### src/hdl/bus_cmd_map.vh
// bus_cmd_map.vh: constants for the bus command responder (offsets, fields, resets, command bytes)
// assumes a 100 MHz clock and an AHB-Lite slave with 32-bit word registers
// Contract
// universal clear opens all channels and selects step scan mode
// power-up and both clears load interval time 000:010 seconds
// clears load alarm time 00:00:00 with the alarm disabled
// end flag on the last talk byte is the default setting
// power-up and clears drive all auxiliary port outputs low
// default output format is prefixed channel data until reprogrammed
// clears leave the real-time clock time of day unchanged
// lockout blocks all front-panel controls except power until cleared
// lockout only acts while remote enable is asserted low
// controller polls: attention, enable poll, address talk, release attention
// poll enabled, talk addressed, attention false: status byte on data lines
// controller ends poll with attention and poll disable command
// untalk leaves talk state and stops driving data
// unlisten leaves listen state
// addressed commands act only when listen address matches own address
// controller addresses device to listen before selected clear or trigger
// selected clear restores defaults and erases program memory
// selected clear sets relay buffer and display pointers to location 1
// trigger in start-on-bus-trigger mode starts scan and lights run lamp
// continuous scan mode repeats the triggered scan sequence
// universal clear also erases program memory and rewinds relay pointer
// trigger is accepted without listen addressing
// go-to-local leaves remote; lockout releases only when remote enable goes high
`ifndef BUS_CMD_MAP_VH
`define BUS_CMD_MAP_VH
// register byte offsets
`define OFS_CTRL      8'h00
`define OFS_CONFIG    8'h04
`define OFS_STATUS    8'h08
`define OFS_INTERVAL  8'h0C
`define OFS_ALARM     8'h10
`define OFS_AUXOUT    8'h14
`define OFS_SERPOLL   8'h18
`define OFS_POINTERS  8'h1C
// control bits (write 1 pulses)
`define CTRL_SCAN_DONE  0
`define CTRL_PROG_WRITE 1
`define CTRL_PANEL_REQ  2
// config fields
`define CFG_ADDR_LSB  0
`define CFG_SCAN_LSB  8
`define CFG_TRIG_LSB  12
`define CFG_EOI_BIT   16
`define CFG_FMT_LSB   20
`define CFG_ALARM_EN  24
// scan program modes
`define SCAN_STEP       2'h0
`define SCAN_SINGLE     2'h1
`define SCAN_CONTINUOUS 2'h2
// trigger modes
`define TRIG_START_BUS  3'h2
`define TRIG_STOP_BUS   3'h3
`define TRIG_START_EXT  3'h6
// output formats
`define FMT_PREFIXED_CHANNEL 5'h00
// reset values
`define RST_INTERVAL  32'h0000_0010
`define RST_ALARM     24'h00_0000
`define RST_AUXOUT    8'h00
`define RST_PROG_ADDR 8'h01
// bus command bytes (attention asserted)
`define CMD_LLO 8'h11
`define CMD_DCL 8'h14
`define CMD_SPE 8'h18
`define CMD_SPD 8'h19
`define CMD_GTL 8'h01
`define CMD_SDC 8'h04
`define CMD_GET 8'h08
`define CMD_UNL 8'h3F
`define CMD_UNT 8'h5F
`define CMD_LAG_BASE 8'h20
`define CMD_TAG_BASE 8'h40
`endif

### src/hdl/bus_cmd_responder.v
// bus_cmd_responder.v: bus command interpreter and register file of the scanner interface
// assumes bus command bytes arrive as one-cycle strobes from an external handshake engine;
// attention and remote enable are raw pins, active low, and are synchronised here
//
// The register addresses and the AHB-Lite register port are this design's own decisions.
`timescale 1ns/10ps
`include "bus_cmd_map.vh"
module bus_cmd_responder (
   // clock and reset
   input  wire        I_CLK,
   input  wire        I_RST_B,
   // ahb-lite slave
   input  wire        I_HSEL,
   input  wire [7:0]  I_HADDR,
   input  wire [1:0]  I_HTRANS,
   input  wire        I_HWRITE,
   input  wire [2:0]  I_HSIZE,
   input  wire [31:0] I_HWDATA,
   input  wire        I_HREADY,
   output wire [31:0] O_HRDATA,
   output wire        O_HREADYOUT,
   output wire        O_HRESP,
   // bus lines, raw pins, active low
   input  wire        I_ATN_B,
   input  wire        I_REN_B,
   // received byte from the handshake engine
   input  wire        I_BYTE_VALID,
   input  wire [7:0]  I_BYTE,
   // instrument side
   output reg         O_TALK,
   output reg         O_LISTEN,
   output reg         O_REMOTE,
   output reg         O_LOCKOUT,
   output reg         O_RUN,
   output reg  [7:0]  O_DIO,
   output reg         O_DIO_OE,
   output reg         O_EOI_ON_LAST,
   output reg  [7:0]  O_AUX_OUT,
   output reg         O_CLEAR_PULSE
);
   // synchronisers
   reg  [1:0]  atn_sync;
   reg  [1:0]  ren_sync;
   wire        atn = ~atn_sync[1];
   wire        ren = ~ren_sync[1];
   // state
   reg  [4:0]  my_addr;
   reg         serial_poll;
   reg  [1:0]  scan_mode;
   reg  [2:0]  trig_mode;
   reg  [4:0]  out_format;
   reg         alarm_en;
   reg  [31:0] interval;
   reg  [23:0] alarm_time;
   reg  [7:0]  status_byte;
   reg  [7:0]  relay_ptr;
   reg  [7:0]  display_ptr;
   reg  [7:0]  prog_words;
   reg  [7:0]  chan_closed;
   reg         panel_blocked;
   // ahb address phase capture
   reg         dp_write;
   reg         dp_read;
   reg  [7:0]  dp_addr;
   reg  [31:0] rdata;

   // command decode
   wire        cmd      = I_BYTE_VALID & atn;
   wire        c_dcl    = cmd & (I_BYTE == `CMD_DCL);
   wire        c_llo    = cmd & (I_BYTE == `CMD_LLO);
   wire        c_spe    = cmd & (I_BYTE == `CMD_SPE);
   wire        c_spd    = cmd & (I_BYTE == `CMD_SPD);
   wire        c_unt    = cmd & (I_BYTE == `CMD_UNT);
   wire        c_unl    = cmd & (I_BYTE == `CMD_UNL);
   wire        c_my_lsn = cmd & (I_BYTE == (`CMD_LAG_BASE | {3'h0, my_addr}));
   wire        c_my_tlk = cmd & (I_BYTE == (`CMD_TAG_BASE | {3'h0, my_addr}));
   wire        c_oth_tlk = cmd & (I_BYTE[7:5] == 3'h2) & ~c_my_tlk & ~c_unt;
   wire        c_sdc    = cmd & O_LISTEN & (I_BYTE == `CMD_SDC);
   wire        c_gtl    = cmd & O_LISTEN & (I_BYTE == `CMD_GTL);
   wire        c_get    = cmd & (I_BYTE == `CMD_GET);
   wire        any_clear = c_dcl | c_sdc;
   wire        ahb_go   = I_HSEL & I_HREADY & I_HTRANS[1];

   // two-flop synchronisers on the bus pins
   always @(posedge I_CLK or negedge I_RST_B) begin
      if (!I_RST_B) begin
         atn_sync <= 2'b11;
         ren_sync <= 2'b11;
      end else begin
         atn_sync <= {atn_sync[0], I_ATN_B};
         ren_sync <= {ren_sync[0], I_REN_B};
      end
   end

   // addressing, poll and remote state
   always @(posedge I_CLK or negedge I_RST_B) begin
      if (!I_RST_B) begin
         O_TALK      <= 1'b0;
         O_LISTEN    <= 1'b0;
         O_REMOTE    <= 1'b0;
         O_LOCKOUT   <= 1'b0;
         serial_poll <= 1'b0;
      end else begin
         if (c_my_tlk)
            O_TALK <= 1'b1;
         else if (c_unt | c_oth_tlk)
            O_TALK <= 1'b0;
         if (c_my_lsn)
            O_LISTEN <= 1'b1;
         else if (c_unl)
            O_LISTEN <= 1'b0;
         if (c_spe)
            serial_poll <= 1'b1;
         else if (c_spd)
            serial_poll <= 1'b0;
         if (!ren)
            O_REMOTE <= 1'b0;
         else if (c_gtl)
            O_REMOTE <= 1'b0;
         else if (c_my_lsn)
            O_REMOTE <= 1'b1;
         if (!ren)
            O_LOCKOUT <= 1'b0;
         else if (c_llo)
            O_LOCKOUT <= 1'b1;
      end
   end

   // front panel gate: power switch is outside this block
   always @(posedge I_CLK or negedge I_RST_B) begin
      if (!I_RST_B)
         panel_blocked <= 1'b0;
      else
         panel_blocked <= O_LOCKOUT | O_REMOTE;
   end

   // data line drive during a serial poll
   always @(posedge I_CLK or negedge I_RST_B) begin
      if (!I_RST_B) begin
         O_DIO    <= 8'h00;
         O_DIO_OE <= 1'b0;
      end else begin
         O_DIO    <= status_byte;
         O_DIO_OE <= serial_poll & O_TALK & ~atn & ~c_unt;
      end
   end

   // settings, defaults on clear; time of day lives elsewhere and is untouched
   always @(posedge I_CLK or negedge I_RST_B) begin
      if (!I_RST_B) begin
         my_addr       <= 5'h12;
         scan_mode     <= `SCAN_STEP;
         trig_mode     <= `TRIG_START_EXT;
         out_format    <= `FMT_PREFIXED_CHANNEL;
         alarm_en      <= 1'b0;
         O_EOI_ON_LAST <= 1'b1;
         interval      <= `RST_INTERVAL;
         alarm_time    <= `RST_ALARM;
         O_AUX_OUT     <= `RST_AUXOUT;
         chan_closed   <= 8'h00;
         status_byte   <= 8'h00;
      end else if (any_clear) begin
         scan_mode     <= `SCAN_STEP;
         chan_closed   <= 8'h00;
         trig_mode     <= `TRIG_START_EXT;
         interval      <= `RST_INTERVAL;
         alarm_time    <= `RST_ALARM;
         alarm_en      <= 1'b0;
         O_EOI_ON_LAST <= 1'b1;
         O_AUX_OUT     <= `RST_AUXOUT;
         out_format    <= `FMT_PREFIXED_CHANNEL;
      end else if (dp_write) begin
         case (dp_addr)
            `OFS_CONFIG: begin
               my_addr       <= I_HWDATA[`CFG_ADDR_LSB+4:`CFG_ADDR_LSB];
               scan_mode     <= I_HWDATA[`CFG_SCAN_LSB+1:`CFG_SCAN_LSB];
               trig_mode     <= I_HWDATA[`CFG_TRIG_LSB+2:`CFG_TRIG_LSB];
               O_EOI_ON_LAST <= I_HWDATA[`CFG_EOI_BIT];
               out_format    <= {1'b0, I_HWDATA[`CFG_FMT_LSB+3:`CFG_FMT_LSB]}; // top bit shares the alarm enable
               alarm_en      <= I_HWDATA[`CFG_ALARM_EN];
            end
            `OFS_INTERVAL: interval    <= I_HWDATA;
            `OFS_ALARM:    alarm_time  <= I_HWDATA[23:0];
            `OFS_AUXOUT:   O_AUX_OUT   <= I_HWDATA[7:0];
            `OFS_SERPOLL:  status_byte <= I_HWDATA[7:0];
            default:       chan_closed <= chan_closed;
         endcase
      end
   end

   // program memory and pointers
   always @(posedge I_CLK or negedge I_RST_B) begin
      if (!I_RST_B) begin
         prog_words  <= 8'h00;
         relay_ptr   <= `RST_PROG_ADDR;
         display_ptr <= `RST_PROG_ADDR;
      end else if (any_clear) begin
         prog_words <= 8'h00;
         relay_ptr  <= `RST_PROG_ADDR;
         if (c_sdc)
            display_ptr <= `RST_PROG_ADDR;
      end else if (dp_write && dp_addr == `OFS_CTRL && I_HWDATA[`CTRL_PROG_WRITE]) begin
         prog_words <= prog_words + 8'h01;
         relay_ptr  <= relay_ptr + 8'h01;
      end else if (dp_write && dp_addr == `OFS_POINTERS) begin
         relay_ptr   <= I_HWDATA[7:0];
         display_ptr <= I_HWDATA[15:8];
      end
   end

   // run lamp and scan start; a scan end from software stops all but continuous mode
   always @(posedge I_CLK or negedge I_RST_B) begin
      if (!I_RST_B) begin
         O_RUN         <= 1'b0;
         O_CLEAR_PULSE <= 1'b0;
      end else begin
         O_CLEAR_PULSE <= any_clear;
         if (any_clear)
            O_RUN <= 1'b0;
         else if (c_get && trig_mode == `TRIG_START_BUS)
            O_RUN <= 1'b1;
         else if (c_get && trig_mode == `TRIG_STOP_BUS)
            O_RUN <= 1'b0;
         else if (dp_write && dp_addr == `OFS_CTRL && I_HWDATA[`CTRL_SCAN_DONE])
            O_RUN <= (scan_mode == `SCAN_CONTINUOUS);
      end
   end

   // ahb address phase capture and read mux
   always @(posedge I_CLK or negedge I_RST_B) begin
      if (!I_RST_B) begin
         dp_write <= 1'b0;
         dp_read  <= 1'b0;
         dp_addr  <= 8'h00;
         rdata    <= 32'h0000_0000;
      end else begin
         dp_write <= ahb_go & I_HWRITE;
         dp_read  <= ahb_go & ~I_HWRITE;
         dp_addr  <= {I_HADDR[7:2], 2'b00};
         if (ahb_go && !I_HWRITE) begin
            case ({I_HADDR[7:2], 2'b00})
               `OFS_CONFIG:   rdata <= {7'h00, alarm_en, out_format[3:0], 3'h0, O_EOI_ON_LAST,
                                        1'b0, trig_mode, 2'h0, scan_mode, 3'h0, my_addr};
               `OFS_STATUS:   rdata <= {24'h0000_00, panel_blocked, O_RUN, serial_poll,
                                        O_LOCKOUT, O_REMOTE, ren, O_LISTEN, O_TALK};
               `OFS_INTERVAL: rdata <= interval;
               `OFS_ALARM:    rdata <= {8'h00, alarm_time};
               `OFS_AUXOUT:   rdata <= {24'h0000_00, O_AUX_OUT};
               `OFS_SERPOLL:  rdata <= {24'h0000_00, status_byte};
               `OFS_POINTERS: rdata <= {8'h00, prog_words, display_ptr, relay_ptr};
               default:       rdata <= 32'h0000_0000;
            endcase
         end
      end
   end

   assign O_HRDATA    = dp_read ? rdata : 32'h0000_0000;
   assign O_HREADYOUT = 1'b1;
   assign O_HRESP     = 1'b0;

endmodule // bus_cmd_responder

### config.mk
export PLATFORM = sky130hd
export DESIGN_NAME = bus_cmd_responder
export DESIGN_NICKNAME = d
export VERILOG_FILES = /design/src/hdl/bus_cmd_responder.v
export VERILOG_INCLUDE_DIRS = /design/src /design/src/hdl
export SDC_FILE = /design/constraint.sdc
export NUM_CORES = 1
export LEC_CHECK = 0
export ABC_AREA = 1
export BUFFER_PORTS_ARGS = -buffer_cell sky130_fd_sc_hd__buf_4
export CORE_MARGIN = 4
export CORE_UTILIZATION = 50
export CTS_CLUSTER_SIZE = 30
export DETAILED_ROUTE_END_ITERATION = 16
export PLACE_DENSITY = 0.71
export SYNTH_ARGS = -nofsm -noshare
export SYNTH_HDL_FRONTEND = slang
export SYNTH_SLANG_ARGS = --single-unit
### constraint.sdc
create_clock -name I_CLK -period 2.15 [get_ports I_CLK]
set_input_delay 0.1075 -clock I_CLK [delete_from_list [all_inputs] [get_ports I_CLK]]
set_output_delay 0.1075 -clock I_CLK [all_outputs]
set_load 0.01 [all_outputs]
---- Yosys cells after proc, flatten, opt, wreduce, memory -nomap -nowiden ----
Index checks and enable logic that the tools add are counted.
W data, S select, Z words.
operators by class
  equal/unequal tests ..................... 30
  bitwise operators ....................... 32
  muxes and demuxes ....................... 50
  add/sub/neg operators ................... 2
  reduce and logical (&&, ||, !) cells .... 30
operator list
  operator               number
  $pmux W32 S7           1
  $mux W32               4
  $mux W8                12
  $mux W24               3
  $eq A6 B3 Y1 const B   8
  $eq A8 B5 Y1 const B   4
  $and A1 B1 Y1          23
  $reduce_bool A2 Y1     11
  $mux W1                21
  $eq A6 B2 Y1 const B   3
  $add A8 B1 Y8 const B  2
  $eq A6 B1 Y1 const B   2
  $mux W4                3
  $eq A3 B2 Y1 const B   3
  $mux W3                3
  $reduce_and A3 Y1      3
  $eq A8 B1 Y1 const B   1
  $eq A8 B3 Y1 const B   1
  $eq A8 B4 Y1 const B   1
  $eq A8 B6 Y1           1
  $eq A8 B6 Y1 const B   1
  $eq A8 B7 Y1           1
  $eq A8 B7 Y1 const B   1
  $logic_not A8 Y1       1
  other kinds (10)       30
word-level totals
  bits in registers ....................... 173
  output and inout bits ................... 58

---- Logic depth before layout (Yosys ltp) ----
  depth after elaboration ................. 9
  depth in mapped cells ................... 11
  mapped depth without buffers ............ 10

---- Least setup slack after synthesis ----
OpenSTA, ideal clock, no wires.
  path type ............................... reg2reg
  from .................................... reg atn_sync[1]
  to ...................................... reg alarm_time[10]
  setup time .............................. 132 ps
  slack ................................... 633 ps
  cell stages (with the launch flop) ...... 9
  data arrival time ....................... 1,385 ps
  clock period less this slack ............ 1,517 ps
  data required time ...................... 2,018 ps
  cell sequence ........................... dfstp_2 > nor2_2 > nand2_1 > nor2_4 > nand2_4 > nand2_4 > nor2_2 > clkbuf_1 > o21ai_1
on the way
  longest elaborated chain between the ends .. 7
  elaborated cells on any way between the ends .. 10
  classes of those cells .................. mux (1); bitwise (6); reduce/logical (3)
ends and longest elaborated chain
  element                              line                     RTL
  start: declaration                   bus_cmd_responder.v:42   reg [1:0] atn_sync;
  start signal: assignment             bus_cmd_responder.v:90   atn_sync <= {atn_sync[0], I_ATN_B};
  $not A1 Y1 *                         bus_cmd_responder.v:44   wire atn = ~atn_sync[1];
  $and A1 B1 Y1 *                      bus_cmd_responder.v:68   wire cmd = I_BYTE_VALID & atn;
  $and A1 B1 Y1 (2 in a row)           bus_cmd_responder.v:78   wire c_sdc = cmd & O_LISTEN & (I_BYTE == `CMD_SDC);
  $or A1 B1 Y1 *                       bus_cmd_responder.v:81   wire any_clear = c_dcl | c_sdc;
  $reduce_bool A2 Y1 (no source line)  -
  $reduce_and A2 Y1 (no source line)   -
  end signal: assignment               bus_cmd_responder.v:158  alarm_time <= `RST_ALARM;
  end signal: assignment               bus_cmd_responder.v:167  alarm_time <= `RST_ALARM;
  end signal: assignment               bus_cmd_responder.v:183  `OFS_ALARM: alarm_time <= I_HWDATA[23:0];
  end: declaration                     bus_cmd_responder.v:54   reg [23:0] alarm_time;
Every way passes the cells marked *; elsewhere a longest branch is shown, timed or not.
A chain may end at the register's enable or synchronous reset.

---- Worst setup path in the final report ----
  from .................................... in I_HADDR[7]
  to ...................................... reg rdata[12]
on the way
  longest elaborated chain between the ends .. 2
  elaborated cells on any way between the ends .. 8
  classes of those cells .................. eq/ne (7); mux (1)
ends and longest elaborated chain
  element                                     line                     RTL
  start: declaration                          bus_cmd_responder.v:14   input wire [7:0] I_HADDR,
  $eq A6 B3 Y1, or another cell as far along  bus_cmd_responder.v:241  case ({I_HADDR[7:2], 2'b00})
  $pmux W32 S7 *                              bus_cmd_responder.v:241
  end signal: assignment                      bus_cmd_responder.v:242  `OFS_CONFIG: rdata <= {7'h00, alarm_en, out_format[3:0], 3'h0, O_EOI_ON_LAST,
  end signal: assignment                      bus_cmd_responder.v:244  `OFS_STATUS: rdata <= {24'h0000_00, panel_blocked, O_RUN, serial_poll,
  end signal: assignment                      bus_cmd_responder.v:246  `OFS_INTERVAL: rdata <= interval;
  end: declaration                            bus_cmd_responder.v:65   reg [31:0] rdata;
Marked as above.

==> metrics.log <==
INFO  metric placement.io_buffers = 110
INFO  metric mappedNetlistArea = around 8400 um^2
INFO  metric crit_path_end_kind = flip-flop
INFO  metric finalWeightedCongestion = 0.905
INFO  metric avgViaCountPerCell = 5.18
INFO  metric worstSetupStartpointType = primary input
INFO  metric r2r_cells = 8
INFO  metric async_flop_share = 100%
INFO  metric ys_seq_elements = 173
INFO  metric syn_avg_cell_area = 7.68 um^2
INFO  metric internal_power = 5680 uW
INFO  metric die_height = 137 um
INFO  metric tightest_slew = a little under 600 ps
INFO  metric timing_worst_setup_path_type = primary input to flip-flop
INFO  metric path_delay_family = buffers and inverters
INFO  metric cp.required = 2510 ps
INFO  metric track_usage = between 20 and 30%
INFO  metric crit_cells = 10
INFO  metric net_total_in_the_final_layout = 1311
INFO  metric worstHoldPathType = primary input to flip-flop
INFO  metric antennaDiodeCount = 0
INFO  metric grt-ovfl-total = 0
INFO  metric timing.final.crit_period = 1930 ps
INFO  metric grt_antenna_before_repair = 0
INFO  metric p_sw_share = between 20 and 25%
INFO  metric critical_path.max_fanout = 14
INFO  metric final_layout_size_suffix_gt1_share = 16.3%
INFO  metric synth_sequential_area_ratio = 52.0%
INFO  metric detail_route.wl_per_cell = 15.5 um
INFO  metric clock_sink_count = 173
INFO  metric power-per-cell-area = 709 nW/um^2
INFO  metric cts_inserted_buffers = 17
INFO  metric critical_path.max_stage_delay = approximately 550 ps
INFO  metric place_hpwl = 16.2 mm
INFO  metric drv_slew = 0
INFO  metric cp_data_arrival_time = 2290 ps
INFO  metric drc_errors = 0
INFO  metric synth-edff-count = 0
INFO  metric final_critical_path_setup_slack = 223 ps
INFO  metric yosys_warnings = 0
INFO  metric highest_delay_cell_along_the_critical_path = dlygate4sd3_1
INFO  metric worst-r2r-setup-slack = 270 ps
INFO  metric grt_pass1_vias = 7323
INFO  metric maxCapViolations = 0
INFO  metric areaGrowthSynthToFinish = 26.6%
INFO  metric detail-route-antenna-nets = 0
INFO  metric setup_viol = 0
INFO  metric postLayoutCoreUtil = 65.7%
INFO  metric power_spent_charging_and_discharging_nets = approximately 1800 uW
INFO  metric worstPathBufferInverterCount = 4
INFO  metric core_region_area = 16100 um^2
INFO  metric largest_net_degree_at_the_start_of_global_routing = 54
INFO  metric cts.reportedPaths.clkPinSlew = 60 ps
INFO  metric mappedNetlistNets = roughly 1200
INFO  metric p_leak = 0.00573 uW
INFO  metric die-area = roughly 19000 um^2
INFO  metric drt_first_iter_violations = 671
INFO  metric gate_count_after_technology_mapping = 1088
INFO  metric timing.slew.headroom = about three fifths
INFO  metric fp-row-count = 46
INFO  metric ys_types = 31
INFO  metric final_common_cell = nand2_1
INFO  metric wl = between 20 and 25 mm
INFO  metric fin_crit_sh = 89.6%
INFO  metric start_util = 51.8%
INFO  metric totalPowerFinal = 7500 uW
INFO  metric finalSetupTns = 0 ps
INFO  metric share_clk_of_total_power = 44.0%
INFO  metric timing.rr.start = atn_sync[1]$_DFF_PN1_
INFO  metric seq_power_share = 47.4%
INFO  metric power.combinational.fraction = 8.5%
INFO  metric cpMostUsedCell = nand2_1
INFO  metric post_layout_nonfiller_instances = 1477
INFO  metric status = complete, no violations
INFO  metric root_buffer = clkbuf_16
INFO  metric commonest_register_cell_after_synthesis = dfrtp_1
INFO  metric ctsHtreeMaxLevel = 4
INFO  metric cts_tree = built
INFO  metric critPathCapture = rdata[12]$_DFFE_PN0P_
INFO  metric firstDrtPassIters = 8
INFO  metric chip_width = approximately 140 um
INFO  metric ios = 119
INFO  metric preCtsSetupSlack = 329 ps
INFO  metric placedCellCount = 1404
INFO  metric crit_path_cell_trace = dlygate4sd3_1 -> buf_4 -> nor2_2 -> buf_4 -> nand3_1 -> inv_1 -> nand2_1 -> nand2_1 -> o21ai_0 -> nand2_1
INFO  metric rsz_0062_raised_after_global_routing = false
INFO  metric finalHoldViolCount = 0
INFO  metric timing.clock.skew = 7.24 ps
INFO  metric ir_drop = between 0.0005 and 0.0006 V
INFO  metric regToRegEndpoint = O_AUX_OUT[2]$_DFFE_PN0P_
INFO  metric setup.worst_path.start = I_HADDR[7]
INFO  metric worstSkewPairLatency = between 400 and 500 ps
INFO  metric grt_first_pass_wirelength = 37.7 mm
INFO  metric ctsLongestPathBuffers = 2
INFO  metric detailroute.via_count = 7648
INFO  metric commonest_non_fill_non_tap_cells_in_the_layout = nand2_1, dfrtp_1, buf_4
INFO  metric top_achievable_clock_speed = 519 MHz
==> worst reg2reg max path, delay by kind of cell, from the launching register on <==
kind / cells / cell delay [ps]
DFF: 1 / 570
and+or+nand+nor: 7 / 1200
buffers and inverters: 1 / 60
==> flip-flops by register name, indices dropped and copies added (netlist names), 2 cells and up <==
name / count
O_AUX_OUT: 8
O_DIO: 8
alarm_time: 24
atn_sync: 2
display_ptr: 8
dp_addr: 6
interval: 32
my_addr: 5
out_format: 4
prog_words: 8
rdata: 32
relay_ptr: 8
ren_sync: 2
scan_mode: 2
status_byte: 8
trig_mode: 3
==> power by group through the flow <==
| stage | combinational (uW) | clock [uW] | sequential (uW) |
|---|---|---|---|
| 6_report | 640 | 3300 | 3560 |
| 5_1_grt | 727 | 3470 | 3580 |
| 4_1_cts | 641 | 3330 | 3560 |
| 3_5_place_dp | 577 | 0 | 3620 |
| 3_3_place_gp | 563 | 0 | 3610 |
| 2_1_floorplan | 292 | 0 | 3590 |
==> per-layer routing <==
layer	global-route usage [%]	part of all wire, %	vias up
met1	37.0	46	3604
met4	6.71	1.3	0
met3	4.16	6.4	32
li1	-	-	3756
met2	40.8	47	256
met5	0	0	-
==> cells in the mapped netlist, types with 4 or more instances <==
cell type / number / share of area [%]
nand2_1: 389 / 17
dfrtp_1: 161 / 48
inv_1: 116 / 5.2
o21ai_0: 89 / 5.3
nand3_1: 88 / 5.3
nor2_1: 80 / 3.6
o21ai_1: 28 / 1.7
nand4_1: 21 / 1.6
buf_2: 19 / 1.1
clkbuf_1: 16 / 0.72
dfstp_2: 12 / 3.8
a21oi_1: 10 / 0.60
nor3_1: 9 / 0.54
xor2_1: 8 / 0.84
o21ai_2: 6 / 0.63
nor2_2: 5 / 0.37
buf_4: 4 / 0.36
buf_6: 4 / 0.54
nand3b_1: 4 / 0.36
==> how the worst min path moves through the flow <==
| stage | endpoint | from | cells past startpoint | slack, ps |
|---|---|---|---|---|
| 4_1_cts | O_LOCKOUT$_DFFE_PN0P_ | I_BYTE[1] | 4 | 2 |
| 3_5_place_dp | my_addr[3]$_DFFE_PN0P_ | I_RST_B | 1 | 100 |
| 6_report | O_TALK$_DFFE_PN0P_ | I_BYTE[6] | 3 | 10 |
| 3_3_place_gp | my_addr[3]$_DFFE_PN0P_ | I_RST_B | 1 | 100 |
| 2_1_floorplan | O_AUX_OUT[0]$_DFFE_PN0P_ | I_RST_B | 0 | -190 |
| 5_1_grt | O_LOCKOUT$_DFFE_PN0P_ | I_BYTE[1] | 4 | 20 |
==> final cells by class <==
type / count / area (um^2)
clock inverters: 15 / 209
flip-flops and latches: 173 / 4340
fillers: 1422 / 5540
repair buffers: 184 / 1540
clock buffers: 17 / 425
multi-input cells: 754 / 3350
inverters: 118 / 443
well taps: 216 / 270
==> repair_timing <==
item                      CTS  global route
resized for setup           0             0
buffers inserted            0             0
hold endpoints to repair  111             0
hold buffers               41             0
==> stage by stage <==
stage	hold WS [ps]	instance area, um^2
detailed placement	104	9540
global route	19.2	10600
finish	10.1	10600
global placement	98.5	9540
floorplan	-188	8360
CTS	1.78	10600
==> cell families after synthesis <==
logic type                 synth area share, %
adders and majority gates                0.299
buffers and inverters                     8.06
DFF                                       52.0
xor gates and xnor gates                 0.943
other                                   0.0899
and+or+nand+nor                           30.0
AOI/OAI and AO/OA                         8.60
No activity file was read; power rests on OpenSTA's default activity.
